File: config.mk
export PLATFORM = sky130hd
export DESIGN_NAME = scs_ctrl
export DESIGN_NICKNAME = d
export VERILOG_FILES = /design/src/design/scs_pkg.sv /design/src/design/scs_ctrl.sv
export VERILOG_INCLUDE_DIRS = /design/src /design/src/design
export SDC_FILE = /design/constraint.sdc
export NUM_CORES = 1
export LEC_CHECK = 0
export ABC_AREA = 1
export BUFFER_PORTS_ARGS = -buffer_cell sky130_fd_sc_hd__buf_2
export CORE_AREA = 3 3 91 93
export CTS_CLUSTER_SIZE = 40
export DETAILED_ROUTE_END_ITERATION = 10
export DIE_AREA = 0 0 94 96
export PLACE_DENSITY = 0.79
export SYNTH_ARGS = -nofsm -noshare
export SYNTH_HDL_FRONTEND = slang
export SYNTH_SLANG_ARGS = --single-unit
File: constraint.sdc
create_clock -name SYS_CLK -period 1.6 [get_ports SYS_CLK]
set_input_delay 0.32 -clock SYS_CLK [delete_from_list [all_inputs] [get_ports SYS_CLK]]
set_output_delay 0.32 -clock SYS_CLK [all_outputs]
set_load 0.02 [all_outputs]
File: src/design/scs_map.svh
// scs_map.svh: offsets, field positions, unlock keys, event bits and timing counts of the clock switch controller
// assumes: included by the package user files; AXI4-Lite byte addresses, one 32-bit word per register
`ifndef SCS_MAP_SVH
`define SCS_MAP_SVH

// ==========================================================================
// register byte offsets
`define SCS_OFF_CTRL      12'h000
`define SCS_OFF_KEY       12'h004
`define SCS_OFF_IRQ_STAT  12'h008
`define SCS_OFF_IRQ_MASK  12'h00C

// ==========================================================================
// control register fields
`define SCS_BIT_REQ       0
`define SCS_BIT_CFAIL     3
`define SCS_BIT_LOCK      5
`define SCS_NEW_LSB       8
`define SCS_CUR_LSB       12

// ==========================================================================
// unlock keys, arbitrary values
`define SCS_KEY_HI_A      8'h46
`define SCS_KEY_HI_B      8'h57
`define SCS_KEY_LO_A      8'h9A
`define SCS_KEY_LO_B      8'hB5

// ==========================================================================
// event bits in status and mask
`define SCS_EV_DONE       0
`define SCS_EV_ABORT      1
`define SCS_EV_FAIL       2
`define SCS_EV_W          3

// ==========================================================================
// timing: settle count in cycles of the new clock
`define SCS_SETTLE_CYC    4'hA

`endif

File: src/design/scs_pkg.sv
// scs_pkg.sv: types of the clock switch controller
// assumes: nothing beyond a SystemVerilog compiler
package scs_pkg;
	// ======================================================================
	// clock source codes, three bits wide
	typedef enum logic [2:0] {
		SRC_FAST_RC     = 3'h0,
		SRC_FAST_RC_MUL = 3'h1,
		SRC_PRIMARY     = 3'h2,
		SRC_PRIMARY_MUL = 3'h3,
		SRC_SECONDARY   = 3'h4,
		SRC_LOW_POWER   = 3'h5
	} scs_src_type;

	// ======================================================================
	// separate enables of the four oscillators, several may be on at once
	typedef struct packed {
		logic primary_osc;
		logic secondary_osc;
		logic fast_rc_osc;
		logic low_power_rc_osc;
	} scs_osc_en_type;

	// ======================================================================
	// readiness reports from oscillators and multiplier
	typedef struct packed {
		logic startup_timer_done;
		logic multiplier_lock;
		logic new_clock_tick;
	} scs_osc_stat_type;
endpackage : scs_pkg

File: src/design/scs_ctrl.sv
// scs_ctrl.sv: run-time system clock switch controller with AXI4-Lite registers
// assumes: all inputs synchronous to SYS_CLK; the new clock is seen as a one-cycle tick per edge
// What this block does
// software picks any of six sources, locked
// primary submode comes from configuration only
// switching enabled only when config bit is zero
// disabled: new field ignored, status shows initial
// disabled: request bit has no effect, reads zero
// software unlocks before each protected byte write
// redundant request clears request bit, aborts
// valid switch clears lock and fail flags
// start new oscillator, wait startup timer if crystal
// multiplier source waits for lock reading one
// wait ten new clock cycles then switch
// done: clear request, copy new to current
// turn off old source with stated exceptions; the code keeps the low-power RC on after every switch
// processor keeps running during the switch
// software routes multiplier to multiplier via fast RC
// key pair unlocks one protected byte write
`include "scs_map.svh"
`timescale 1ns/10ps
`default_nettype none

module scs_ctrl (
	input  wire logic                      SYS_CLK,
	input  wire logic                      NRST,
	// axi4-lite slave
	input  wire logic [11:0]               S_AXI_AWADDR,
	input  wire logic                      S_AXI_AWVALID,
	output logic                           S_AXI_AWREADY,
	input  wire logic [31:0]               S_AXI_WDATA,
	input  wire logic [3:0]                S_AXI_WSTRB,
	input  wire logic                      S_AXI_WVALID,
	output logic                           S_AXI_WREADY,
	output logic [1:0]                     S_AXI_BRESP,
	output logic                           S_AXI_BVALID,
	input  wire logic                      S_AXI_BREADY,
	input  wire logic [11:0]               S_AXI_ARADDR,
	input  wire logic                      S_AXI_ARVALID,
	output logic                           S_AXI_ARREADY,
	output logic [31:0]                    S_AXI_RDATA,
	output logic [1:0]                     S_AXI_RRESP,
	output logic                           S_AXI_RVALID,
	input  wire logic                      S_AXI_RREADY,
	// configuration settings
	input  wire logic                      SWITCH_MONITOR_CONFIG,
	input  wire logic [2:0]                INITIAL_SOURCE_CONFIG,
	input  wire logic [1:0]                PRIMARY_SUBMODE_CONFIG,
	input  wire logic                      WATCHDOG_TIMER_EN,
	input  wire logic                      SECONDARY_KEEP_ON,
	input  wire logic                      CLOCK_FAIL_EVENT,
	// oscillator side
	input  wire scs_pkg::scs_osc_stat_type OSC_STAT,
	output scs_pkg::scs_osc_en_type        OSC_EN,
	output logic [1:0]                     PRIMARY_SUBMODE,
	output logic [2:0]                     CLOCK_SELECT,
	output logic                           IRQ
);

	// ======================================================================
	// state machine of the switch sequence
	typedef enum logic [2:0] {
		ST_IDLE,
		ST_CHECK,
		ST_START,
		ST_LOCK,
		ST_SETTLE,
		ST_SWITCH
	} scs_state_type;

	scs_state_type   state_ff;                 // sequence state
	scs_state_type   nxt_state;                // next sequence state
	logic [2:0]      new_ff;                   // requested source
	logic [2:0]      cur_ff;                   // source in use
	logic            req_ff;                   // switch request bit
	logic            lock_ff;                  // multiplier lock status
	logic            cfail_ff;                 // clock fail status
	logic [3:0]      settle_ff;                // new clock edges counted
	logic [1:0]      unl_hi_ff;                // high byte unlock progress
	logic [1:0]      unl_lo_ff;                // low byte unlock progress
	logic [`SCS_EV_W-1:0] stat_ff;             // sticky events
	logic [`SCS_EV_W-1:0] mask_ff;             // event mask
	scs_pkg::scs_osc_en_type osc_en_ff;        // oscillator enables
	logic [1:0]      submode_ff;               // primary submode caught after reset
	logic            started_ff;               // strap capture done

	// axi holding registers
	logic            aw_ff;                    // write address held
	logic            w_ff;                     // write data held
	logic [11:0]     awaddr_ff;                // held write address
	logic [31:0]     wdata_ff;                 // held write data
	logic [3:0]      wstrb_ff;                 // held strobes
	logic            bvalid_ff;                // write response pending
	logic            rvalid_ff;                // read data pending
	logic [31:0]     rdata_ff;                 // read data
	logic [1:0]      bresp_ff;                 // write response code
	logic [1:0]      rresp_ff;                 // read response code

	logic            sw_en;                    // switching enabled
	logic            wr_go;                    // write performed this cycle
	logic            rd_go;                    // read performed this cycle
	logic            wr_ctrl;                  // write to control register
	logic            wr_key;                   // write to key register
	logic [`SCS_EV_W-1:0] ev;                  // events this cycle

	// ======================================================================
	// helpers
	// oscillator that a source code runs from
	function automatic scs_pkg::scs_osc_en_type osc_of(input logic [2:0] src);
		scs_pkg::scs_osc_en_type o;
		o = '0;
		case (src)
			3'h2, 3'h3: o.primary_osc      = 1'b1;
			3'h4:       o.secondary_osc    = 1'b1;
			3'h5:       o.low_power_rc_osc = 1'b1;
			default:    o.fast_rc_osc      = 1'b1;
		endcase
		return o;
	endfunction : osc_of

	// source routed through the frequency multiplier
	function automatic logic uses_mul(input logic [2:0] src);
		return (src == 3'h1) || (src == 3'h3);
	endfunction : uses_mul

	// crystal sources need the startup timer; external clock input does not
	function automatic logic is_crystal(input logic [2:0] src, input logic [1:0] sub);
		return (src == 3'h4) || (((src == 3'h2) || (src == 3'h3)) && (sub != 2'h0));
	endfunction : is_crystal

	// defined register offset
	function automatic logic known(input logic [11:0] a);
		return (a == `SCS_OFF_CTRL) || (a == `SCS_OFF_KEY) ||
			(a == `SCS_OFF_IRQ_STAT) || (a == `SCS_OFF_IRQ_MASK);
	endfunction : known

	// ======================================================================
	// configuration gate, active when programmed to zero
	assign sw_en = ~SWITCH_MONITOR_CONFIG;

	// ======================================================================
	// axi write channel: address and data in either order
	assign S_AXI_AWREADY = ~aw_ff & ~bvalid_ff;
	assign S_AXI_WREADY  = ~w_ff & ~bvalid_ff;
	assign wr_go   = aw_ff & w_ff & ~bvalid_ff;
	assign wr_ctrl = wr_go && (awaddr_ff == `SCS_OFF_CTRL);
	assign wr_key  = wr_go && (awaddr_ff == `SCS_OFF_KEY) && wstrb_ff[0];

	// capture address and data, release after response
	always_ff @(posedge SYS_CLK or negedge NRST) begin
		if (!NRST) begin
			aw_ff     <= 1'b0;
			w_ff      <= 1'b0;
			awaddr_ff <= 12'h000;
			wdata_ff  <= 32'h0000_0000;
			wstrb_ff  <= 4'h0;
		end else begin
			if (S_AXI_AWVALID && S_AXI_AWREADY) begin
				aw_ff     <= 1'b1;
				awaddr_ff <= {S_AXI_AWADDR[11:2], 2'b00};
			end else if (wr_go) begin
				aw_ff <= 1'b0;
			end
			if (S_AXI_WVALID && S_AXI_WREADY) begin
				w_ff     <= 1'b1;
				wdata_ff <= S_AXI_WDATA;
				wstrb_ff <= S_AXI_WSTRB;
			end else if (wr_go) begin
				w_ff <= 1'b0;
			end
		end
	end

	// write response, slverr for unmapped offsets
	always_ff @(posedge SYS_CLK or negedge NRST) begin
		if (!NRST) begin
			bvalid_ff <= 1'b0;
			bresp_ff  <= 2'b00;
		end else if (wr_go) begin
			bvalid_ff <= 1'b1;
			bresp_ff  <= known(awaddr_ff) ? 2'b00 : 2'b10;
		end else if (S_AXI_BREADY) begin
			bvalid_ff <= 1'b0;
		end
	end

	assign S_AXI_BVALID = bvalid_ff;
	assign S_AXI_BRESP  = bresp_ff;

	// ======================================================================
	// axi read channel: one cycle to data
	assign S_AXI_ARREADY = ~rvalid_ff;
	assign rd_go = S_AXI_ARVALID & ~rvalid_ff;

	// read mux; the control word mirrors the documented layout
	always_ff @(posedge SYS_CLK or negedge NRST) begin
		if (!NRST) begin
			rvalid_ff <= 1'b0;
			rdata_ff  <= 32'h0000_0000;
			rresp_ff  <= 2'b00;
		end else if (rd_go) begin
			rvalid_ff <= 1'b1;
			rresp_ff  <= known({S_AXI_ARADDR[11:2], 2'b00}) ? 2'b00 : 2'b10;
			case ({S_AXI_ARADDR[11:2], 2'b00})
				`SCS_OFF_CTRL: begin
					rdata_ff <= 32'h0000_0000;
					rdata_ff[`SCS_CUR_LSB +: 3] <= cur_ff;
					rdata_ff[`SCS_NEW_LSB +: 3] <= new_ff;
					rdata_ff[`SCS_BIT_LOCK]     <= lock_ff;
					rdata_ff[`SCS_BIT_CFAIL]    <= cfail_ff;
					rdata_ff[`SCS_BIT_REQ]      <= req_ff & sw_en;
				end
				`SCS_OFF_IRQ_STAT: rdata_ff <= {29'h0, stat_ff};
				`SCS_OFF_IRQ_MASK: rdata_ff <= {29'h0, mask_ff};
				default:           rdata_ff <= 32'h0000_0000;      // keys read as zero
			endcase
		end else if (S_AXI_RREADY) begin
			rvalid_ff <= 1'b0;
		end
	end

	assign S_AXI_RVALID = rvalid_ff;
	assign S_AXI_RDATA  = rdata_ff;
	assign S_AXI_RRESP  = rresp_ff;

	// ======================================================================
	// unlock: a matching key pair opens one protected byte write
	always_ff @(posedge SYS_CLK or negedge NRST) begin
		if (!NRST) begin
			unl_hi_ff <= 2'h0;
			unl_lo_ff <= 2'h0;
		end else if (wr_key) begin
			// any key write restarts the other sequence; mismatch relocks
			unl_lo_ff <= 2'h0;
			unl_hi_ff <= 2'h0;
			if (wdata_ff[7:0] == `SCS_KEY_HI_A)
				unl_hi_ff <= 2'h1;
			else if (wdata_ff[7:0] == `SCS_KEY_HI_B && unl_hi_ff == 2'h1)
				unl_hi_ff <= 2'h2;
			if (wdata_ff[7:0] == `SCS_KEY_LO_A)
				unl_lo_ff <= 2'h1;
			else if (wdata_ff[7:0] == `SCS_KEY_LO_B && unl_lo_ff == 2'h1)
				unl_lo_ff <= 2'h2;
		end else if (wr_go) begin
			// any other write consumes or cancels an open unlock
			unl_hi_ff <= 2'h0;
			unl_lo_ff <= 2'h0;
		end else begin
			if (unl_hi_ff == 2'h1) unl_hi_ff <= unl_hi_ff;
			if (unl_lo_ff == 2'h1) unl_lo_ff <= unl_lo_ff;
		end
	end

	// ======================================================================
	// strap capture after reset release; submode never changes by software
	always_ff @(posedge SYS_CLK or negedge NRST) begin
		if (!NRST) begin
			started_ff <= 1'b0;
			submode_ff <= 2'h0;
		end else if (!started_ff) begin
			started_ff <= 1'b1;
			submode_ff <= PRIMARY_SUBMODE_CONFIG;
		end
	end

	assign PRIMARY_SUBMODE = submode_ff;

	// ======================================================================
	// new source field, written through the unlocked high byte
	always_ff @(posedge SYS_CLK or negedge NRST) begin
		if (!NRST) begin
			new_ff <= 3'h0;
		end else if (!started_ff) begin
			new_ff <= INITIAL_SOURCE_CONFIG;
		end else if (wr_ctrl && wstrb_ff[1] && unl_hi_ff == 2'h2 && state_ff == ST_IDLE) begin
			new_ff <= wdata_ff[`SCS_NEW_LSB +: 3];
		end
	end

	// ======================================================================
	// switch request bit; set by unlocked low byte, cleared by hardware
	always_ff @(posedge SYS_CLK or negedge NRST) begin
		if (!NRST) begin
			req_ff <= 1'b0;
		end else if (!sw_en) begin
			req_ff <= 1'b0;
		end else if (state_ff == ST_CHECK && cur_ff == new_ff) begin
			req_ff <= 1'b0;
		end else if (state_ff == ST_SWITCH) begin
			req_ff <= 1'b0;
		end else if (wr_ctrl && wstrb_ff[0] && unl_lo_ff == 2'h2 && wdata_ff[`SCS_BIT_REQ]) begin
			req_ff <= 1'b1;
		end
	end

	// ======================================================================
	// switch sequence next state
	always_comb begin
		nxt_state = state_ff;
		case (state_ff)
			ST_IDLE:   if (req_ff && sw_en) nxt_state = ST_CHECK;
			ST_CHECK:  nxt_state = (cur_ff == new_ff) ? ST_IDLE : ST_START;
			ST_START:  if (!is_crystal(new_ff, submode_ff) || OSC_STAT.startup_timer_done)
				nxt_state = ST_LOCK;
			ST_LOCK:   if (!uses_mul(new_ff) || lock_ff)
				nxt_state = ST_SETTLE;
			ST_SETTLE: if (settle_ff == `SCS_SETTLE_CYC) nxt_state = ST_SWITCH;
			ST_SWITCH: nxt_state = ST_IDLE;
			default:   nxt_state = ST_IDLE;
		endcase
	end

	// state register
	always_ff @(posedge SYS_CLK or negedge NRST) begin
		if (!NRST) state_ff <= ST_IDLE;
		else       state_ff <= nxt_state;
	end

	// ten ticks of the new clock before switching
	always_ff @(posedge SYS_CLK or negedge NRST) begin
		if (!NRST) begin
			settle_ff <= 4'h0;
		end else if (state_ff != ST_SETTLE) begin
			settle_ff <= 4'h0;
		end else if (OSC_STAT.new_clock_tick && settle_ff != `SCS_SETTLE_CYC) begin
			settle_ff <= settle_ff + 4'h1;
		end
	end

	// ======================================================================
	// lock and fail status; fail event wins over the clear
	always_ff @(posedge SYS_CLK or negedge NRST) begin
		if (!NRST) begin
			lock_ff  <= 1'b0;
			cfail_ff <= 1'b0;
		end else begin
			if (state_ff == ST_CHECK && cur_ff != new_ff)
				lock_ff <= 1'b0;
			else
				lock_ff <= OSC_STAT.multiplier_lock;
			if (CLOCK_FAIL_EVENT && sw_en)
				cfail_ff <= 1'b1;
			else if (state_ff == ST_CHECK && cur_ff != new_ff)
				cfail_ff <= 1'b0;
		end
	end

	// ======================================================================
	// current source; follows initial config while switching is off
	always_ff @(posedge SYS_CLK or negedge NRST) begin
		if (!NRST) begin
			cur_ff <= 3'h0;
		end else if (!started_ff || !sw_en) begin
			cur_ff <= INITIAL_SOURCE_CONFIG;
		end else if (state_ff == ST_SWITCH) begin
			cur_ff <= new_ff;
		end
	end

	assign CLOCK_SELECT = cur_ff;

	// ======================================================================
	// oscillator enables: new one on at start, old one off after switch unless it is the low-power RC or held on
	always_ff @(posedge SYS_CLK or negedge NRST) begin
		if (!NRST) begin
			osc_en_ff <= '0;
		end else if (!started_ff || !sw_en) begin
			osc_en_ff <= osc_of(INITIAL_SOURCE_CONFIG) |
				{1'b0, SECONDARY_KEEP_ON, 1'b0, WATCHDOG_TIMER_EN};
		end else if (state_ff == ST_START) begin
			osc_en_ff <= osc_en_ff | osc_of(new_ff);
		end else if (state_ff == ST_SWITCH) begin
			// old source drops unless an exception holds it; low-power RC is held after every switch
			osc_en_ff <= osc_of(new_ff) |
				{1'b0, SECONDARY_KEEP_ON, 1'b0, WATCHDOG_TIMER_EN | sw_en};
		end else begin
			osc_en_ff.secondary_osc <= osc_en_ff.secondary_osc | SECONDARY_KEEP_ON;
		end
	end

	assign OSC_EN = osc_en_ff;

	// ======================================================================
	// interrupt events: done, redundant abort, clock fail
	assign ev = {CLOCK_FAIL_EVENT & sw_en,
		state_ff == ST_CHECK && cur_ff == new_ff,
		state_ff == ST_SWITCH};

	// sticky status, write one to clear, set wins
	always_ff @(posedge SYS_CLK or negedge NRST) begin
		if (!NRST) begin
			stat_ff <= '0;
			mask_ff <= '0;
		end else begin
			if (wr_go && awaddr_ff == `SCS_OFF_IRQ_STAT && wstrb_ff[0])
				stat_ff <= (stat_ff & ~wdata_ff[`SCS_EV_W-1:0]) | ev;
			else
				stat_ff <= stat_ff | ev;
			if (wr_go && awaddr_ff == `SCS_OFF_IRQ_MASK && wstrb_ff[0])
				mask_ff <= wdata_ff[`SCS_EV_W-1:0];
		end
	end

	assign IRQ = |(stat_ff & mask_ff);

endmodule : scs_ctrl

`default_nettype wire

==> reports/summary.md <==
- 400 ps — largest stage delay on the critical path
- 9020 sq um — die area
- 694 MHz — f_max
- no — RSZ-0062 raised after global routing
- clkbuf_8 — CTS Root Cell
- 74 — maximum number of pins on one net before global-route repair
- 8020 um — Detailed Route WL
- 0 — total of hold buffers inserted after clock tree synthesis
- finished, final reports clean — run status
- 0.0947 — synthesized-area fraction occupied by ao, oa, aoi and oai cells
- 0.916 — global placement routability congestion
- 13200 um — wire length of the first global-routing pass
- 7610 sq um — floorplan core area
- flop to flop — critical setup path kind
- flop — element type at the critical path start
- 0.259 — area fraction in and, or, nand and nor cells after synthesis
- 0 — residual overflow from global routing
- 6000 uW — total power
- nand2_1 (96), buf_2 (79), dfrtp_1 (73) — most frequent cells in the layout
- 9 — TritonCTS Buffers
- 0.00697 — synthesized-area fraction occupied by xor and xnor cells
- 130 — Boundary Pins
- 4 — maximum fanout encountered on the critical timing path
- 12.6 um — WL/cell
- 0.485 — sequential-to-total area share from yosys stat
- 0 — Slew Viols, Final
- 0 — count of endpoints failing hold in the final timing report
- 0 — Warnings, synthesis
- 6090 um — HPWL after detailed placement
- 0 — number of max-capacitance violations reported
- 0 — number of antenna violations at the first check in global routing
- primary input to async pin — class of the tightest hold or removal check
- 0 — number of design rule violations left after detail routing
- 4.85 — vias per cell
- 0 — n_diodes
- 70 ps — clock transition at the registers of the reported paths
- 0.495 — effective utilization at floorplan
- 5 — Worst Reg2Reg Path Length in Cells
- 3 — depth of the CTS H-tree
- 4 — length of the first detailed-routing pass in iterations
- done — CTS tree
- 16.3% — signed area change from the synthesized netlist to the final layout
- 0.00996 — post-synthesis adder-cell area fraction
- 32 — number of cell rows
- 4.58 ps — worst clock skew
- 3003 — vias in the first global route
- 0.00102 V — IR drop worst, VDD
- 699 — fill count
- 154 — violation count after the first detailed-routing iteration
- 96 um — overall die height
- 94 um — die outline width
- 0.485 — post-synth top area share
- 73 — synthesized flop and latch total
- dfrtp_1 — cell taking the most area after synthesis
- dfrtp_1 — worst-path cell with the longest stage delay
- 3084 — via count
- 73 — clock tree sinks
- awaddr_ff[7] — worst flop-to-flop path startpoint
- 0.00229 uW — leakage power
- 1850 ps — Worst Path Required
- 0.901 — crit share post-route
- awaddr_ff[7] — Worst Setup SP
- 2 — maximum buffer depth of the clock tree
- flop — CP endpoint kind
- 0 ps — accumulated negative setup slack
- 1370 nW/um^2 — Power Dens Cells
- 612 — number of nets in the layout
- 0.185 — GRT Total Usage
- nor2_1 — most numerous cell on the critical path
- 0.255 — fraction of final layout cells sized beyond drive strength 1
- 8.52 sq um — Syn Area/Cell
- 79 — PortBufs
- 0 — Post-CTS Resized
- 350 ps — Skew-Pair Late Insertion Delay
- 0.0349 — multiplexer area fraction after synthesis
- 1700 ps — data arrival at the endpoint of the critical path
- 1620 sq um — area taken by multi-input logic gates
- 0 — postcts setup bufs
- 1830 sq um — Storage cell area
- nor2_1 -> nand3_1 -> nor2_1 -> nand3b_1 -> o21ai_0 — crit-path cells
- 3770 sq um — total standard cell area after synthesis
- 442 — number of instances in the synthesized netlist
- dfrtp_1 (48%), nand2_1 (9.6%), buf_4 (4.6%) — Area contributors post-synth
- 35 — count of different cell masters after synthesis
- 1440 ps — Min Clock Period, post-route
- simple AND/OR/NAND/NOR gates — dominant combinational cell family by area after synthesis
- 0 — antenna viol nets, final
- 0 — setup violation total in the final timing report
- nand2_1 — most frequent standard cell in the layout excluding fill and tap cells
## power by group
part / internal (uW) / switching [uW] / leakage (uW)
Clock: 705 / 661 / 0.0000929
Sequential: 2310 / 384 / 0.000892
Combinational: 715 / 1220 / 0.00130
Total: 3730 / 2270 / 0.00229
## path summary, 6_finish.rpt
path / end / slack [ps]
min in group SYS_CLK: S_AXI_RVALID / 160
max in group asynchronous: awaddr_ff[7] / 1310
worst min register to register: S_AXI_RDATA[10] / 480
worst max register to register: unl_hi_ff[1] / 160
worst min-delay path: S_AXI_RDATA[13] / 0.6
worst max-delay path: unl_hi_ff[1] / 160
## metrics by stage
step	worst slack, ps	instance area (sq um)	utilization	std cells	hold slack, ps
after floorplan	131	3850	-	464	24.4
after global placement	270	4210	0.553	621	376
after detailed placement	191	4210	0.553	621	383
after CTS	151	4380	0.576	636	8.97
after global routing	5.84	4380	0.576	636	4.60
final	159	4380	0.576	636	0.598
## metal layers
metal  vias up  track usage  wire length [um]
met4         0       0.0782               172
met5         -            0                 0
met3        16       0.0422               467
met2        83        0.316              3910
li1       1561            -                 -
met1      1424        0.225              3470
## flip-flops by register name, indices dropped and copies added (netlist names), 2 cells and up
signal and count:
awaddr_ff 10, S_AXI_RDATA 11, unl_hi_ff 2, OSC_EN 4, new_ff 3, state_ff 3, PRIMARY_SUBMODE 2, wdata_ff 11
CLOCK_SELECT 3, stat_ff 3, settle_ff 4, mask_ff 3, unl_lo_ff 2, wstrb_ff 2
## cell type report
type / instances / area share
clock buffer: 11 / 0.0300
clock inverter: 4 / 0.0103
inverter: 50 / 0.0428
multi-input combinational: 312 / 0.369
sequential: 73 / 0.417
tap: 102 / 0.0291
timing repair buffer: 84 / 0.102
## cell families (layout without fill, tap and decap cells)
logic type | after synthesis | after routing
and+or+nand+nor | 208 | 208
buffers and inverters | 79 | 149
DFF | 73 | 73
AOI/OAI and AO/OA | 63 | 63
muxes | 11 | 11
adders and majority gates | 3 | 3
xor gates and xnor gates | 3 | 3
other | 2 | 24
## critical path, delay by kind of cell, from the launching register on
family	cells	cell delay (ps)
compound gates	1	230
flops	1	400
simple gates	4	720
## synthesized netlist by cell type
cell type,instances
inv_1,43
clkbuf_1,3
a31oi_1,2
o21bai_1,2
nor2_4,2
mux2_2,9
nor2_8,1
buf_6,3
nand2_4,1
ha_1,3
nand3_1,30
a22oi_1,1
nand4_1,6
xnor2_1,3
nand2_1,96
o31ai_1,9
dfrtp_1,73
a32oi_1,1
a21oi_1,16
nand3_2,3
nor2_2,4
o21ai_1,1
conb_1,2
nand2_2,7
nor3_4,1
mux2_4,2
o21ai_0,28
nand3_4,2
nand3b_1,2
o211ai_1,1
o22ai_1,2
inv_2,7
buf_4,23
nor2_1,45
nor3_1,8
(Power assumes the default switching activity.)
